[config.mk]
export PLATFORM = sky130hd
export DESIGN_NAME = tsc_i2c_slave
export DESIGN_NICKNAME = d
export VERILOG_FILES = /design/src/tsc_pkg.sv /design/src/tsc_pins_if.sv /design/src/tsc_pin_sync.sv /design/src/tsc_i2c_slave.sv
export VERILOG_INCLUDE_DIRS = /design/src
export SDC_FILE = /design/constraint.sdc
export NUM_CORES = 1
export LEC_CHECK = 0
export BUFFER_PORTS_ARGS = -buffer_cell sky130_fd_sc_hd__buf_2
export CAP_MARGIN = 15
export CORE_MARGIN = 1.5
export CORE_UTILIZATION = 52
export DETAILED_ROUTE_END_ITERATION = 10
export PLACE_DENSITY = 0.76
export SYNTH_ARGS = -nofsm -noshare
export SYNTH_HDL_FRONTEND = slang
export SYNTH_HIERARCHICAL = 1
export SYNTH_SLANG_ARGS = --single-unit
[constraint.sdc]
create_clock -name clk -period 2.1 [get_ports clk]
set_input_delay 0.42 -clock clk [delete_from_list [all_inputs] [get_ports clk]]
set_output_delay 0.42 -clock clk [all_outputs]
set_load 0.01 [all_outputs]
[src/tsc_cfg.svh]
// Constants for the two-wire register access slave: addresses, counts and timing.
`ifndef TSC_CFG_SVH
`define TSC_CFG_SVH

// ==========================================================================
// Slave address selected by the strap
// ==========================================================================
`define TSC_SLV_ADDR_LO 7'h40
`define TSC_SLV_ADDR_HI 7'h41
`define TSC_DIR_READ 1'b1

// ==========================================================================
// Register space layout
// ==========================================================================
`define TSC_FIRST_ADDR 8'h00
`define TSC_LAST_ADDR 8'hFF
`define TSC_NOINC_LO 8'hF0
`define TSC_NOINC_HI 8'hFF

// ==========================================================================
// Framing and timing
// ==========================================================================
`define TSC_LAST_BIT 4'h7
`define TSC_ACK_MARK 4'h8
`define TSC_STRAP_WAIT 2'h2
`define TSC_CLK_NS 100
`define TSC_T_LOW_NS 1300
`define TSC_T_LOW_CYC (`TSC_T_LOW_NS / `TSC_CLK_NS)

`endif

[src/tsc_pkg.sv]
// Types shared by the two-wire register access slave.
package tsc_pkg;

  // ========================================================================
  // Protocol state machine
  // ========================================================================
  typedef enum logic [2:0] {
    TSC_IDLE,
    TSC_DEVADDR,
    TSC_REGADDR,
    TSC_WDATA,
    TSC_ACK,
    TSC_RDATA,
    TSC_RACK
  } tsc_state_t;

endpackage

[src/tsc_pins_if.sv]
// Interface carrying synchronised bus levels and detected bus events.
`timescale 1ns/1ns

interface tsc_pins_if;
  logic scl_q;
  logic sda_q;
  logic strap_q;
  logic scl_rise;
  logic scl_fall;
  logic start_det;
  logic stop_det;

  modport prod (output scl_q, sda_q, strap_q, scl_rise, scl_fall, start_det, stop_det);
  modport cons (input scl_q, sda_q, strap_q, scl_rise, scl_fall, start_det, stop_det);
endinterface

[src/tsc_pin_sync.sv]
// Pin synchroniser and start, stop and clock edge detector.
`timescale 1ns/1ns
`include "tsc_cfg.svh"

module tsc_pin_sync
  import tsc_pkg::*;
(
  // Clock and reset
  input wire logic clk,
  input wire logic resetn,
  // Raw pins
  input wire logic serial_clock_i,
  input wire logic serial_data_line_i,
  input wire logic address_strap_pin_i,
  // Events to the protocol engine
  tsc_pins_if.prod p
);

  // Bit 0 clock, bit 1 data, bit 2 strap.
  logic [2:0] meta_ff;
  logic [2:0] sync_ff;
  logic [1:0] prev_ff;
  logic [2:0] nxt_meta;
  logic [2:0] nxt_sync;
  logic [1:0] nxt_prev;

  // ========================================================================
  // Two-flop synchronisers plus one history stage for edge detection
  // ========================================================================
  // Only the second stage and the history stage feed any logic.
  always_comb
  begin
    nxt_meta = {address_strap_pin_i, serial_data_line_i, serial_clock_i};
    nxt_sync = meta_ff;
    nxt_prev = sync_ff[1:0];
  end

  // Idle bus level is high, so the clock and data bits reset to ones to avoid a false event; the strap bit resets to zero.
  always_ff @(posedge clk or negedge resetn)
  begin
    if (!resetn)
    begin
      meta_ff <= 3'h3;
      sync_ff <= 3'h3;
      prev_ff <= 2'h3;
    end
    else
    begin
      meta_ff <= nxt_meta;
      sync_ff <= nxt_sync;
      prev_ff <= nxt_prev;
    end
  end

  // Data edges while the clock stays high mark start and stop.
  assign p.scl_q = sync_ff[0];
  assign p.sda_q = sync_ff[1];
  assign p.strap_q = sync_ff[2];
  assign p.scl_rise = sync_ff[0] & ~prev_ff[0];
  assign p.scl_fall = ~sync_ff[0] & prev_ff[0];
  assign p.start_det = sync_ff[0] & prev_ff[0] & prev_ff[1] & ~sync_ff[1];
  assign p.stop_det = sync_ff[0] & prev_ff[0] & ~prev_ff[1] & sync_ff[1];
endmodule // tsc_pin_sync

[src/tsc_i2c_slave.sv]
// Two-wire serial slave giving a master access to the register space.
`timescale 1ns/1ns
`include "tsc_cfg.svh"

module tsc_i2c_slave
  import tsc_pkg::*;
#(
  parameter logic [7:0] LAST_ADDR = `TSC_LAST_ADDR,
  parameter logic [7:0] NOINC_LO = `TSC_NOINC_LO,
  parameter logic [7:0] NOINC_HI = `TSC_NOINC_HI
)
(
  // Clock and reset
  input wire logic clk,
  input wire logic resetn,
  // Serial bus pins
  input wire logic serial_clock_i,
  input wire logic serial_data_line_i,
  output logic serial_data_line_o,
  output logic serial_data_line_oe,
  // Address strap
  input wire logic address_strap_pin_i,
  // Register space port
  output logic [7:0] reg_addr,
  output logic reg_wr,
  output logic [7:0] reg_wdata,
  output logic reg_rd,
  input wire logic [7:0] reg_rdata,
  // Status
  output logic selected
);

  tsc_pins_if pins ();

  tsc_state_t state_ff;
  tsc_state_t nxt_state;
  tsc_state_t after_ff;
  tsc_state_t nxt_after;
  logic [3:0] bit_cnt_ff;
  logic [3:0] nxt_bit_cnt;
  logic [7:0] shift_ff;
  logic [7:0] nxt_shift;
  logic [7:0] addr_cnt_ff;
  logic [7:0] nxt_addr_cnt;
  logic inc_pend_ff;
  logic nxt_inc_pend;
  logic oe_ff;
  logic nxt_oe;
  logic wr_ff;
  logic nxt_wr;
  logic [7:0] wdata_ff;
  logic [7:0] nxt_wdata;
  logic rd_ff;
  logic nxt_rd;
  logic sel_ff;
  logic nxt_sel;
  logic [1:0] strap_cnt_ff;
  logic [1:0] nxt_strap_cnt;
  logic strap_done_ff;
  logic nxt_strap_done;
  logic [6:0] own_addr_ff;
  logic [6:0] nxt_own_addr;
  logic [7:0] rx_byte;

  // ========================================================================
  // Address counter stepping
  // ========================================================================
  // Holds inside the fixed window, otherwise steps and wraps after the top.
  function automatic logic [7:0] step_addr(input logic [7:0] a);
    if ((a >= NOINC_LO) && (a <= NOINC_HI))
      return a;
    else if (a == LAST_ADDR)
      return `TSC_FIRST_ADDR;
    else
      return a + 8'h01;
  endfunction

  // ========================================================================
  // Pin synchroniser
  // ========================================================================
  // Latency is two clocks, well inside the shortest low phase at 400 Kbps.
  tsc_pin_sync u_sync (
    .clk(clk),
    .resetn(resetn),
    .serial_clock_i(serial_clock_i),
    .serial_data_line_i(serial_data_line_i),
    .address_strap_pin_i(address_strap_pin_i),
    .p(pins.prod)
  );

  // The byte as it stands once the current bit is shifted in.
  assign rx_byte = {shift_ff[6:0], pins.sda_q};

  // ========================================================================
  // Strap capture
  // ========================================================================
  // Wait for the synchroniser to fill, sample once, then ignore the pin.
  always_comb
  begin
    nxt_strap_cnt = strap_cnt_ff;
    nxt_strap_done = strap_done_ff;
    nxt_own_addr = own_addr_ff;
    if (!strap_done_ff)
    begin
      if (strap_cnt_ff == `TSC_STRAP_WAIT)
      begin
        nxt_strap_done = 1'b1;
        nxt_own_addr = pins.strap_q ? `TSC_SLV_ADDR_HI : `TSC_SLV_ADDR_LO;
      end
      else
        nxt_strap_cnt = strap_cnt_ff + 2'h1;
    end
  end

  always_ff @(posedge clk or negedge resetn)
  begin
    if (!resetn)
    begin
      strap_cnt_ff <= 2'h0;
      strap_done_ff <= 1'b0;
      own_addr_ff <= `TSC_SLV_ADDR_LO;
    end
    else
    begin
      strap_cnt_ff <= nxt_strap_cnt;
      strap_done_ff <= nxt_strap_done;
      own_addr_ff <= nxt_own_addr;
    end
  end

  // ========================================================================
  // Protocol engine
  // ========================================================================
  // Data is driven only on falling clock edges, so the data line never
  // moves under a high clock and no false start or stop is produced.
  always_comb
  begin
    nxt_state = state_ff;
    nxt_after = after_ff;
    nxt_bit_cnt = bit_cnt_ff;
    nxt_shift = shift_ff;
    nxt_addr_cnt = addr_cnt_ff;
    nxt_inc_pend = inc_pend_ff;
    nxt_oe = oe_ff;
    nxt_wr = 1'b0;
    nxt_wdata = wdata_ff;
    nxt_rd = 1'b0;
    if (pins.stop_det)
    begin
      nxt_state = TSC_IDLE;
      nxt_oe = 1'b0;
      nxt_inc_pend = 1'b0;
    end
    else if (pins.start_det && strap_done_ff)
    begin
      nxt_state = TSC_DEVADDR;
      nxt_bit_cnt = 4'h0;
      nxt_oe = 1'b0;
      nxt_inc_pend = 1'b0;
    end
    else
    begin
      case (state_ff)
        TSC_IDLE:
        begin
          nxt_oe = 1'b0;
        end
        TSC_DEVADDR, TSC_REGADDR, TSC_WDATA:
        begin
          if (pins.scl_rise)
          begin
            nxt_shift = rx_byte;
            nxt_bit_cnt = bit_cnt_ff + 4'h1;
            if (bit_cnt_ff == `TSC_LAST_BIT)
            begin
              nxt_state = TSC_ACK;
              nxt_bit_cnt = 4'h0;
              if (state_ff == TSC_DEVADDR)
              begin
                if (rx_byte[7:1] != own_addr_ff)
                  nxt_state = TSC_IDLE;
                else if (rx_byte[0] == `TSC_DIR_READ)
                  nxt_after = TSC_RDATA;
                else
                  nxt_after = TSC_REGADDR;
              end
              else if (state_ff == TSC_REGADDR)
              begin
                nxt_addr_cnt = rx_byte;
                nxt_after = TSC_WDATA;
              end
              else
              begin
                nxt_wr = 1'b1;
                nxt_wdata = rx_byte;
                nxt_inc_pend = 1'b1;
                nxt_after = TSC_WDATA;
              end
            end
          end
        end
        TSC_ACK:
        begin
          // First fall drives the acknowledge, the second ends it.
          if (pins.scl_fall)
          begin
            if (!oe_ff)
              nxt_oe = 1'b1;
            else
            begin
              nxt_oe = 1'b0;
              nxt_state = after_ff;
              nxt_bit_cnt = 4'h0;
              if (inc_pend_ff)
                nxt_addr_cnt = step_addr(addr_cnt_ff);
              nxt_inc_pend = 1'b0;
              if (after_ff == TSC_RDATA)
              begin
                nxt_shift = reg_rdata;
                nxt_oe = ~reg_rdata[7];
                nxt_rd = 1'b1;
              end
            end
          end
        end
        TSC_RDATA:
        begin
          if (pins.scl_fall)
          begin
            if (bit_cnt_ff == `TSC_LAST_BIT)
            begin
              nxt_oe = 1'b0;
              nxt_state = TSC_RACK;
              nxt_bit_cnt = 4'h0;
              nxt_addr_cnt = step_addr(addr_cnt_ff);
            end
            else
            begin
              nxt_shift = {shift_ff[6:0], 1'b0};
              nxt_oe = ~shift_ff[6];
              nxt_bit_cnt = bit_cnt_ff + 4'h1;
            end
          end
        end
        TSC_RACK:
        begin
          if (pins.scl_rise)
          begin
            if (pins.sda_q)
              nxt_state = TSC_IDLE;
            else
              nxt_bit_cnt = `TSC_ACK_MARK;
          end
          else if (pins.scl_fall && (bit_cnt_ff == `TSC_ACK_MARK))
          begin
            nxt_state = TSC_RDATA;
            nxt_bit_cnt = 4'h0;
            nxt_shift = reg_rdata;
            nxt_oe = ~reg_rdata[7];
            nxt_rd = 1'b1;
          end
        end
        default:
        begin
          nxt_state = TSC_IDLE;
          nxt_oe = 1'b0;
        end
      endcase
    end
    nxt_sel = (nxt_state != TSC_IDLE);
  end

  always_ff @(posedge clk or negedge resetn)
  begin
    if (!resetn)
    begin
      state_ff <= TSC_IDLE;
      after_ff <= TSC_IDLE;
      bit_cnt_ff <= 4'h0;
      shift_ff <= 8'h00;
      addr_cnt_ff <= `TSC_FIRST_ADDR;
      inc_pend_ff <= 1'b0;
      oe_ff <= 1'b0;
      wr_ff <= 1'b0;
      wdata_ff <= 8'h00;
      rd_ff <= 1'b0;
      sel_ff <= 1'b0;
    end
    else
    begin
      state_ff <= nxt_state;
      after_ff <= nxt_after;
      bit_cnt_ff <= nxt_bit_cnt;
      shift_ff <= nxt_shift;
      addr_cnt_ff <= nxt_addr_cnt;
      inc_pend_ff <= nxt_inc_pend;
      oe_ff <= nxt_oe;
      wr_ff <= nxt_wr;
      wdata_ff <= nxt_wdata;
      rd_ff <= nxt_rd;
      sel_ff <= nxt_sel;
    end
  end

  // ========================================================================
  // Outputs
  // ========================================================================
  // Open drain: the data output is always low, only the enable moves.
  assign serial_data_line_o = 1'b0;
  assign serial_data_line_oe = oe_ff;
  assign reg_addr = addr_cnt_ff;
  assign reg_wr = wr_ff;
  assign reg_wdata = wdata_ff;
  assign reg_rd = rd_ff;
  assign selected = sel_ff;
endmodule // tsc_i2c_slave

# Word level (Yosys, flattened, before mapping)
# Cells that the tools add are included.
word_totals:
  word_cells: 187
  inputBits: 13
  register_bits: 56
op_classes:
  order_cmp: 2
  reduce_logical: 19
  bitwise_logic: 19
  add_sub_neg: 3
  muxes: 85
  eq_ne: 42
ops:
  columns: ["cell", "count"]
  rows:
  - ["$mux 8", 11]
  - ["$mux 7", 8]
  - ["$mux 3", 16]
  - ["$ne 4x4->1 const B", 11]
  - ["$mux 4", 9]
  - ["$mux 1", 34]
  - ["$ne 2x2->1 const B", 14]
  - ["$pmux 7 s4", 1]
  - ["$pmux 8 s3", 1]
  - ["$pmux 4 s4", 1]
  - ["$ne 3x3->1 const B", 5]
  - ["$pmux 3 s5", 1]
  - ["$reduce_and 7->1", 2]
  - ["$eq 3x3->1 const B", 4]
  - ["$not 1->1", 12]
  - ["$reduce_and 12->1", 1]
  - ["$reduce_and 11->1", 1]
  - ["$add 8x1->8 const B", 1]
  - ["$eq 8x8->1 const B", 1]
  - ["$ge 8x8->1 const B", 1]
  - ["$le 8x8->1 const B", 1]
  - ["$reduce_and 8->1", 1]
  - ["$reduce_bool 4->1", 2]
  - ["$and 1x1->1", 7]
  - ["18 further kinds", 24]

# Longest topological paths before layout
# Gate-level depths: netlist (run 1).
logic_depth:
  ltp_word: 9
  depth_mapped: 8

# Cells and area by module
# The synthesis (run 1) kept the hierarchy.
by_module_without_submodules:
  columns: ["mod", "n_inst", "cells_per_inst", "area_each_um2", "seq_area_each_um2"]
  rows:
  - ["tsc_i2c_slave", 1, 257, 2424.8, 1051.0]
  - ["tsc_pin_sync", 1, 12, 240.2, 207.7]

# Worst setup path after synthesis (run 1)
# OpenSTA, ideal clock, no wires.
synth_timing:
  path_type: "flip-flop to flip-flop"
  from: "register u_sync.sync_ff[1]"
  to: "register addr_cnt_ff[5] (netlist: reg_addr[5])"
  arrival_time_ps: 1967
  path_slack_ps: 4
  setup_time_ps: 129
  synth_period_minus_slack_ps: 2096
  stages_incl_launch_ff: 8
  path_cell_list: "dfstp_2 > and4b_1 > a21oi_1 > o221ai_1 > nand4b_1 > buf_2 > o21ai_0 > o21ai_0"
synth_via:
  elab_chain_cells: 5
synth_lines:
  columns: ["element", "line_no", "text"]
  rows:
  - ["start, declared", "tsc_pin_sync.sv:21", "logic [2:0] sync_ff;"]
  - ["start signal, assigned", "tsc_pin_sync.sv:50", "sync_ff <= nxt_sync;"]
  - ["$not 1->1", "tsc_pin_sync.sv:61", "assign p.start_det = sync_ff[0] & prev_ff[0] & prev_ff[1] & ~sync_ff[1];"]
  - ["$and 1x1->1", "tsc_pin_sync.sv:61", null]
  - ["named net pins.start_det", "tsc_pins_if.sv:10", "logic start_det;"]
  - ["$logic_and 1x1->1", "tsc_i2c_slave.sv:154", "else if (pins.start_det && strap_done_ff)"]
  - ["$not 1->1 (no source line)", null, null]
  - ["$reduce_and 12->1 (no source line)", null, null]
  - ["end signal, assigned", "tsc_i2c_slave.sv:281", "addr_cnt_ff <= `TSC_FIRST_ADDR;"]
  - ["end signal, assigned", "tsc_i2c_slave.sv:295", "addr_cnt_ff <= nxt_addr_cnt;"]
  - ["end, declared", "tsc_i2c_slave.sv:43", "logic [7:0] addr_cnt_ff;"]
# The timed path passes the listed nets, and every way through them passes these cells.
# A chain may end at the register's enable or synchronous reset.

# Worst setup path after layout (run 1)
layout_timing:
  from: "register u_sync.prev_ff[0]"
  to: "register shift_ff[2]"
layout_lines:
  columns: ["element", "line_no", "text"]
  rows:
  - ["start, declared", "tsc_pin_sync.sv:22", "logic [1:0] prev_ff;"]
  - ["start signal, assigned", "tsc_pin_sync.sv:51", "prev_ff <= nxt_prev;"]
  - ["$and 1x1->1 *", "tsc_pin_sync.sv:60", "assign p.scl_fall = ~sync_ff[0] & prev_ff[0];"]
  - ["named net pins.scl_fall", "tsc_pins_if.sv:9", "logic scl_fall;"]
  - ["$logic_and 1x1->1", "tsc_i2c_slave.sv:254", "else if (pins.scl_fall && (bit_cnt_ff == `TSC_ACK_MARK))"]
  - ["$ne 2x2->1 (no source line)", null, null]
  - ["$reduce_and 11->1 (no source line) *", null, null]
  - ["end signal, assigned", "tsc_i2c_slave.sv:294", "shift_ff <= nxt_shift;"]
  - ["end, declared", "tsc_i2c_slave.sv:41", "logic [7:0] shift_ff;"]
# Mark *: on every way through the listed nets, which the timed path passes. The rest lies on a longest branch.

==> results of run 1 <==
==> power breakdown <==
group / switching [mW] / leakage (nW) / total (mW) / internal (mW)
combinational: 0.317 / 0.841 / 0.606 / 0.290
sequential: 0.0651 / 0.627 / 1.12 / 1.06
clock: 0.337 / 0.0585 / 0.694 / 0.357
==> per-layer routing <==
metal,GRT usage [%],up-vias
li1,-,1076
met1,34.4,1103
met2,40.2,73
met3,5.01,12
met4,8.08,0
met5,0,-
==> how the worst max path moves through the flow <==
stage          cells past startpoint  slack (ns)              start     endpoint
4_1_cts                            6        0.05  u_sync/sync_ff[0]     selected
2_1_floorplan                      7       0.004  u_sync/sync_ff[1]  reg_addr[5]
5_1_grt                            7       -0.03  u_sync/sync_ff[1]  reg_addr[4]
3_3_place_gp                       6        0.05  u_sync/sync_ff[0]     selected
3_5_place_dp                       6       -0.01  u_sync/prev_ff[0]     selected
6_report                           7        0.07  u_sync/prev_ff[0]  shift_ff[2]
==> logic make-up after synthesis <==
group / Yosys count / share of synthesized area [%]
and+or+nand+nor: 105 / 21.4
buffers and inverters: 24 / 4.27
other: 1 / 0.141
AOI/OAI and AO/OA: 68 / 18.3
xor gates and xnor gates: 2 / 0.657
adders and majority gates: 4 / 1.88
DFF: 50 / 47.2
muxes: 15 / 6.15
==> layout make-up <==
type	instances	area (um2)	area share (%)
flip-flops and latches	50	1260	39.2
inverters	8	30.0	0.936
clock inverters	3	43.8	1.36
clock buffers	5	68.8	2.14
multi-input cells	195	1310	40.9
repair buffers	62	410	12.8
well taps	67	83.8	2.61
==> cell usage in the layout (no fill, tap or decap), types with 3 or more instances in the layout <==
master,netlist,final
and3_1,3,3
o21bai_1,3,3
a21oi_1,9,9
dfstp_2,6,6
nor2b_1,7,5
a31oi_1,8,8
nand2b_1,6,6
mux2i_1,4,4
nor2_1,27,27
ha_1,4,3
a22oi_1,5,5
dfrtp_1,44,44
nand4b_1,3,3
clkbuf_8,0,5
buf_4,2,28
nor3_1,3,3
or3_1,3,3
buf_2,6,32
inv_1,8,8
nand2_1,28,28
mux2_2,11,11
nand3_1,5,5
o21ai_0,15,15
==> state kept, by name, indices dropped and copies added, names as in the netlist <==
register             cells
serial_data_line_oe      1
u_sync/prev_ff           2
reg_wr                   1
reg_addr                 8
shift_ff                 7
own_addr_ff              1
reg_rd                   1
reg_wdata                8
selected                 1
bit_cnt_ff               4
u_sync/sync_ff           3
state_ff                 3
u_sync/meta_ff           3
strap_done_ff            1
after_ff                 3
inc_pend_ff              1
strap_cnt_ff             2
==> worst max-delay path, cell delays in order (launching register included) <==
cell	delay [ns]
dfstp_2	0.56
nor2b_2	0.22
nand4b_1	0.19
o211a_4	0.30
nor4_4	0.32
buf_12	0.18
nor2_1	0.06
a31oi_2	0.13
==> per-stage QoR <==
stage / util (%) / instance area [um2] / hold WS, ns
2_1_floorplan: - / 2670 / 0.124
3_3_place_gp: 63.8 / 3080 / 0.342
3_5_place_dp: 63.8 / 3080 / 0.342
4_1_cts: 66.2 / 3190 / 0.0959
5_1_grt: 66.6 / 3210 / 0.127
6_report: 66.6 / 3210 / 0.0801
==> results.py, run 1 <==
metrics = {
    "die": {
        "die_h_um": 74.6,
        "dieArea_um2": 5560,
        "io_pins": 34,
        "row_count": 25,
        "core-area_um2": 4820,
        "initial_core_util_pct": 55.3,
        "fp.dieW_um": 74.6,
    },
    "layout": {
        "fillers": 401,
        "drive_above_1_share_pct": 32.2,
        "diodes": 0,
        "fin_cells": 390,
        "nets": 339,
        "areaGrowthSynthToFinish_pct": 20.4,
    },
    "timing": {
        "setup_ws_ns": 0.0673,
        "report.final.setup_viol": 0,
        "finalHoldViolCount": 0,
        "fin_skew_ns": 0.0107,
        "max_slew_margin_pct": 63.3,
        "report.final.slew_viol_count": 0,
        "fin_crit_sh_pct": 96.8,
        "worst_pin_slew_ns": 0.550,
        "fin_crit_ns": 2.03,
        "fin_tns_setup_ns": 0,
        "rsz0062_at_grt": "true",
        "max_freq_mhz": 492,
    },
    "yosys": {
        "yosys.area.top_type": "dfrtp_1",
        "netlist_area_um2": 2670,
        "ys_seq_area_share_pct": 47.2,
        "synth_cell_types": 65,
        "synthFlopType": "dfrtp_1",
        "synth_area_leaders": "dfrtp_1 41%, dfstp_2 5.9%, mux2_2 4.6%",
        "synthCells": 269,
        "ys_async_sr_fraction_pct": 100,
        "syn_area_per_cell_um2": 9.91,
        "yosysMostFrequentCell": "dfrtp_1",
        "ys_ff_latch": 50,
        "syn_nets": 286,
        "synth_edf_count": 0,
        "ys.warnings.count": 6,
        "synth_top_area_share_pct": 41.3,
        "ys_top_cells_by_count": "44 x dfrtp_1, 28 x nand2_1, 27 x nor2_1",
    },
    "clock_tree": {
        "numCtsBuffers": 5,
        "clk_pin_slew_ns": 0.10,
        "tritoncts": "done",
        "root_buffer": "clkbuf_8",
        "ctsResizeCount": 2,
        "cts_sinks": 50,
        "hold_buffers": 0,
        "cts_setup_buffers": 0,
        "cts.path.max_buffers": 2,
        "h-tree-depth": 2,
        "clock_latency_ns": 0.31,
    },
    "pwr": {
        "power_mw": 2.43,
        "peakVddDrop_v": 0.000500,
        "power.leakage_nw": 1.53,
        "power.density_nw_per_um2": 756,
    },
    "route": {
        "avgViaCountPerCell": 5.81,
        "ant_nets": 0,
        "drc": 0,
        "vias": 2264,
        "routedLengthMet1_mm": 2.88,
        "routed-wl-met2_mm": 3.02,
        "drt-pass1-iter-count": 4,
        "drtIter0Drc": 110,
        "wl_met3_um": 356,
        "detail_route.wl_per_cell_um": 16.3,
        "routed_wl_mm": 6.37,
        "routed.top_layer": "met4",
    },
    "critical_path": {
        "r2r-end": "shift_ff[2]",
        "critPathMaxFanout": 14,
        "r2r_setup_slack_ns": 0.07,
        "r2r_cells": 7,
        "rr_startpoint": "u_sync/prev_ff[0]",
        "crit_path_start_kind": "register",
        "path_class": "reg -> reg",
        "crit_arrival_ns": 2.27,
        "critPathRequiredTime_ns": 2.34,
        "worstSetupEndpointType": "register",
    },
    "place": {
        "dp_cells": 382,
        "hpwl_mm": 4.57,
        "io_buffers": 32,
        "place_ws_ns": -0.0143,
        "globalplace.congestion": 0.943,
    },
    "grt": {
        "grt_pass1_vias": 2142,
        "grt_pass1_wl_mm": 10.4,
        "grt_max_degree": 28,
        "track_usage_pct": 25.1,
        "grt_overflow": 0,
        "antenna_found_initial": 0,
    },
    "worst_hold_path": {
        "hold_class": "in -> async",
    },
    "flow_run": {
        "max_cap_violations": 0,
    },
    "outcome": {
        "outcome": "complete, no violations",
    },
}
No activity file was read; power rests on OpenSTA's default activity.
==> inputs of run 2 (changes only) <==
- CORE_UTILIZATION: 52 -> 30
- PLACE_DENSITY: 0.76 -> not set
==> run 2 against run 1 <==
Die area is 70% higher. Sequential cell count unchanged. Setup slack improved by 0.0085 ns. Routed wire length shrank 0.50%. Largest cell class unchanged.
==> results.py, run 2 (synthesis gave the netlist of run 1 again) <==
metrics = {
    "timing": {
        "max_slew_margin_pct": 65.5,
        "fin_skew_ns": 0.00875,
        "max_freq_mhz": 494,
        "fin_crit_ns": 2.02,
        "worst_pin_slew_ns": 0.518,
        "finalHoldViolCount": 0,
        "report.final.setup_viol": 0,
        "report.final.slew_viol_count": 0,
        "fin_crit_sh_pct": 96.4,
        "holdWs_ns": 0.0679,
        "rsz0062_at_grt": "false",
    },
    "critical_path": {
        "crit_start": "shift_ff[5]",
        "slowest_stage": "or4b_1",
        "crit_family": "simple AND/OR/NAND/NOR gates",
        "path_cells": "and4bb_2, a31oi_1, or4b_1, nor2_2, mux2_2",
        "rr_startpoint": "shift_ff[5]",
        "max_stage_delay_ns": 0.53,
        "path_class": "reg -> reg",
        "crit_path_start_kind": "register",
        "critPathMaxFanout": 5,
        "worstSetupEndpointType": "register",
        "crit_arrival_ns": 2.22,
        "worst-path-buf-inv": 0,
        "critPathRequiredTime_ns": 2.30,
    },
    "clock_tree": {
        "numCtsBuffers": 5,
        "cts_sinks": 50,
        "clock_latency_ns": 0.31,
        "tritoncts": "done",
        "h-tree-depth": 2,
        "clk_pin_slew_ns": 0.10,
        "root_buffer": "clkbuf_8",
        "cts.path.max_buffers": 2,
    },
    "pwr": {
        "peakVddDrop_v": 0.000409,
        "power_mw": 2.43,
        "power.leakage_nw": 1.52,
        "power.density_nw_per_um2": 744,
    },
    "flow_run": {
        "max_cap_violations": 0,
    },
    "worst_hold_path": {
        "hold_class": "in -> async",
    },
    "grt": {
        "grt_overflow": 0,
        "grt_max_degree": 31,
        "grt_pass1_wl_mm": 10.6,
        "grt_pass1_vias": 2133,
        "track_usage_pct": 13.8,
        "antenna_found_initial": 0,
    },
    "die": {
        "io_pins": 34,
        "core-area_um2": 8680,
        "die_h_um": 97.3,
        "initial_core_util_pct": 30.7,
        "fp.dieW_um": 97.3,
        "dieArea_um2": 9460,
        "row_count": 34,
    },
    "route": {
        "routed_wl_mm": 6.33,
        "avgViaCountPerCell": 5.16,
        "ant_nets": 0,
        "drtIter0Drc": 156,
        "vias": 2213,
        "drt-pass1-iter-count": 4,
        "drc": 0,
        "detail_route.wl_per_cell_um": 14.8,
    },
    "place": {
        "dpl_cell_area_um2": 3100,
        "globalplace.congestion": 0.902,
        "hpwl_mm": 4.78,
        "io_buffers": 32,
        "dp_cells": 420,
    },
    "layout": {
        "fin_cells": 429,
        "final_area_um2": 3260,
        "nets": 337,
        "layout_commonest_cell": "dfrtp_1",
        "diodes": 0,
        "areaGrowthSynthToFinish_pct": 22.4,
        "mostFrequentLayoutCells": "44 x dfrtp_1, 32 x buf_2, 28 x nand2_1, 27 x nor2_1, 26 x buf_4",
        "drive_above_1_share_pct": 32.1,
    },
    "outcome": {
        "outcome": "complete, no violations",
    },
}
run 2: cell types whose count changed in the layout (fill, tap and decap cells not counted):
cell	change
nor2b_2	-1
o311ai_1	-1
a21oi_1	-1
clkbuf_8	+1
nor2b_4	+1
o311ai_0	+1
clkinv_2	-1
buf_4	-2
a21oi_2	+1
run 2: per-stage QoR:
stage	TNS [ns]	setup slack [ns]	util, %
global route	0	0.00215	37.6
global placement	-0.121	-0.0217	35.8
floorplan	0	0.00441	-
CTS	0	0.0202	37.2
finish	0	0.0759	37.6
detailed placement	-0.0845	-0.0474	35.8
run 2: final timing paths:
kind                                       end  slack, ns  cells after the start
max                                after_ff[0]       0.08                      5
min                        serial_data_line_oe       0.07                      1
max reg2reg                        after_ff[0]       0.08                      5
min reg2reg                  u_sync/sync_ff[2]       0.36                      0
max in group asynchronous    u_sync/meta_ff[1]       1.41                      2
min in group clk             u_sync/meta_ff[0]       0.20                      1
run 2: per-layer routing:
layer	vias to the layer above	share of wire (%)	GRT usage (%)	wire (um)
li1	1072	-	-	-
met4	0	1.5	4.29	97
met1	1088	50	20.0	3160
met5	-	0	0	0
met3	9	3.6	2.88	227
met2	44	45	20.9	2850
run 2: power by group:
group | internal (mW) | switching, mW
Clock | 0.392 | 0.332
Sequential | 1.06 | 0.0722
Combinational | 0.273 | 0.300
Total | 1.72 | 0.705
run 2: layout make-up:
class / instances / area [um2]
clock buffers: 6 / 82.6
clock inverters: 2 / 38.8
fillers: 895 / 5420
inverters: 8 / 30.0
multi-input cells: 195 / 1320
flip-flops and latches: 50 / 1260
well taps: 108 / 135
repair buffers: 60 / 395
run 2: timing repair:
item,in CTS,in global routing
pin swaps,0,2
hold buffers,0,0
gates resized for setup,1,6
setup buffers,0,1
cloned,0,0
setup endpoints to repair,7,25
endpoints found under the hold margin,0,0
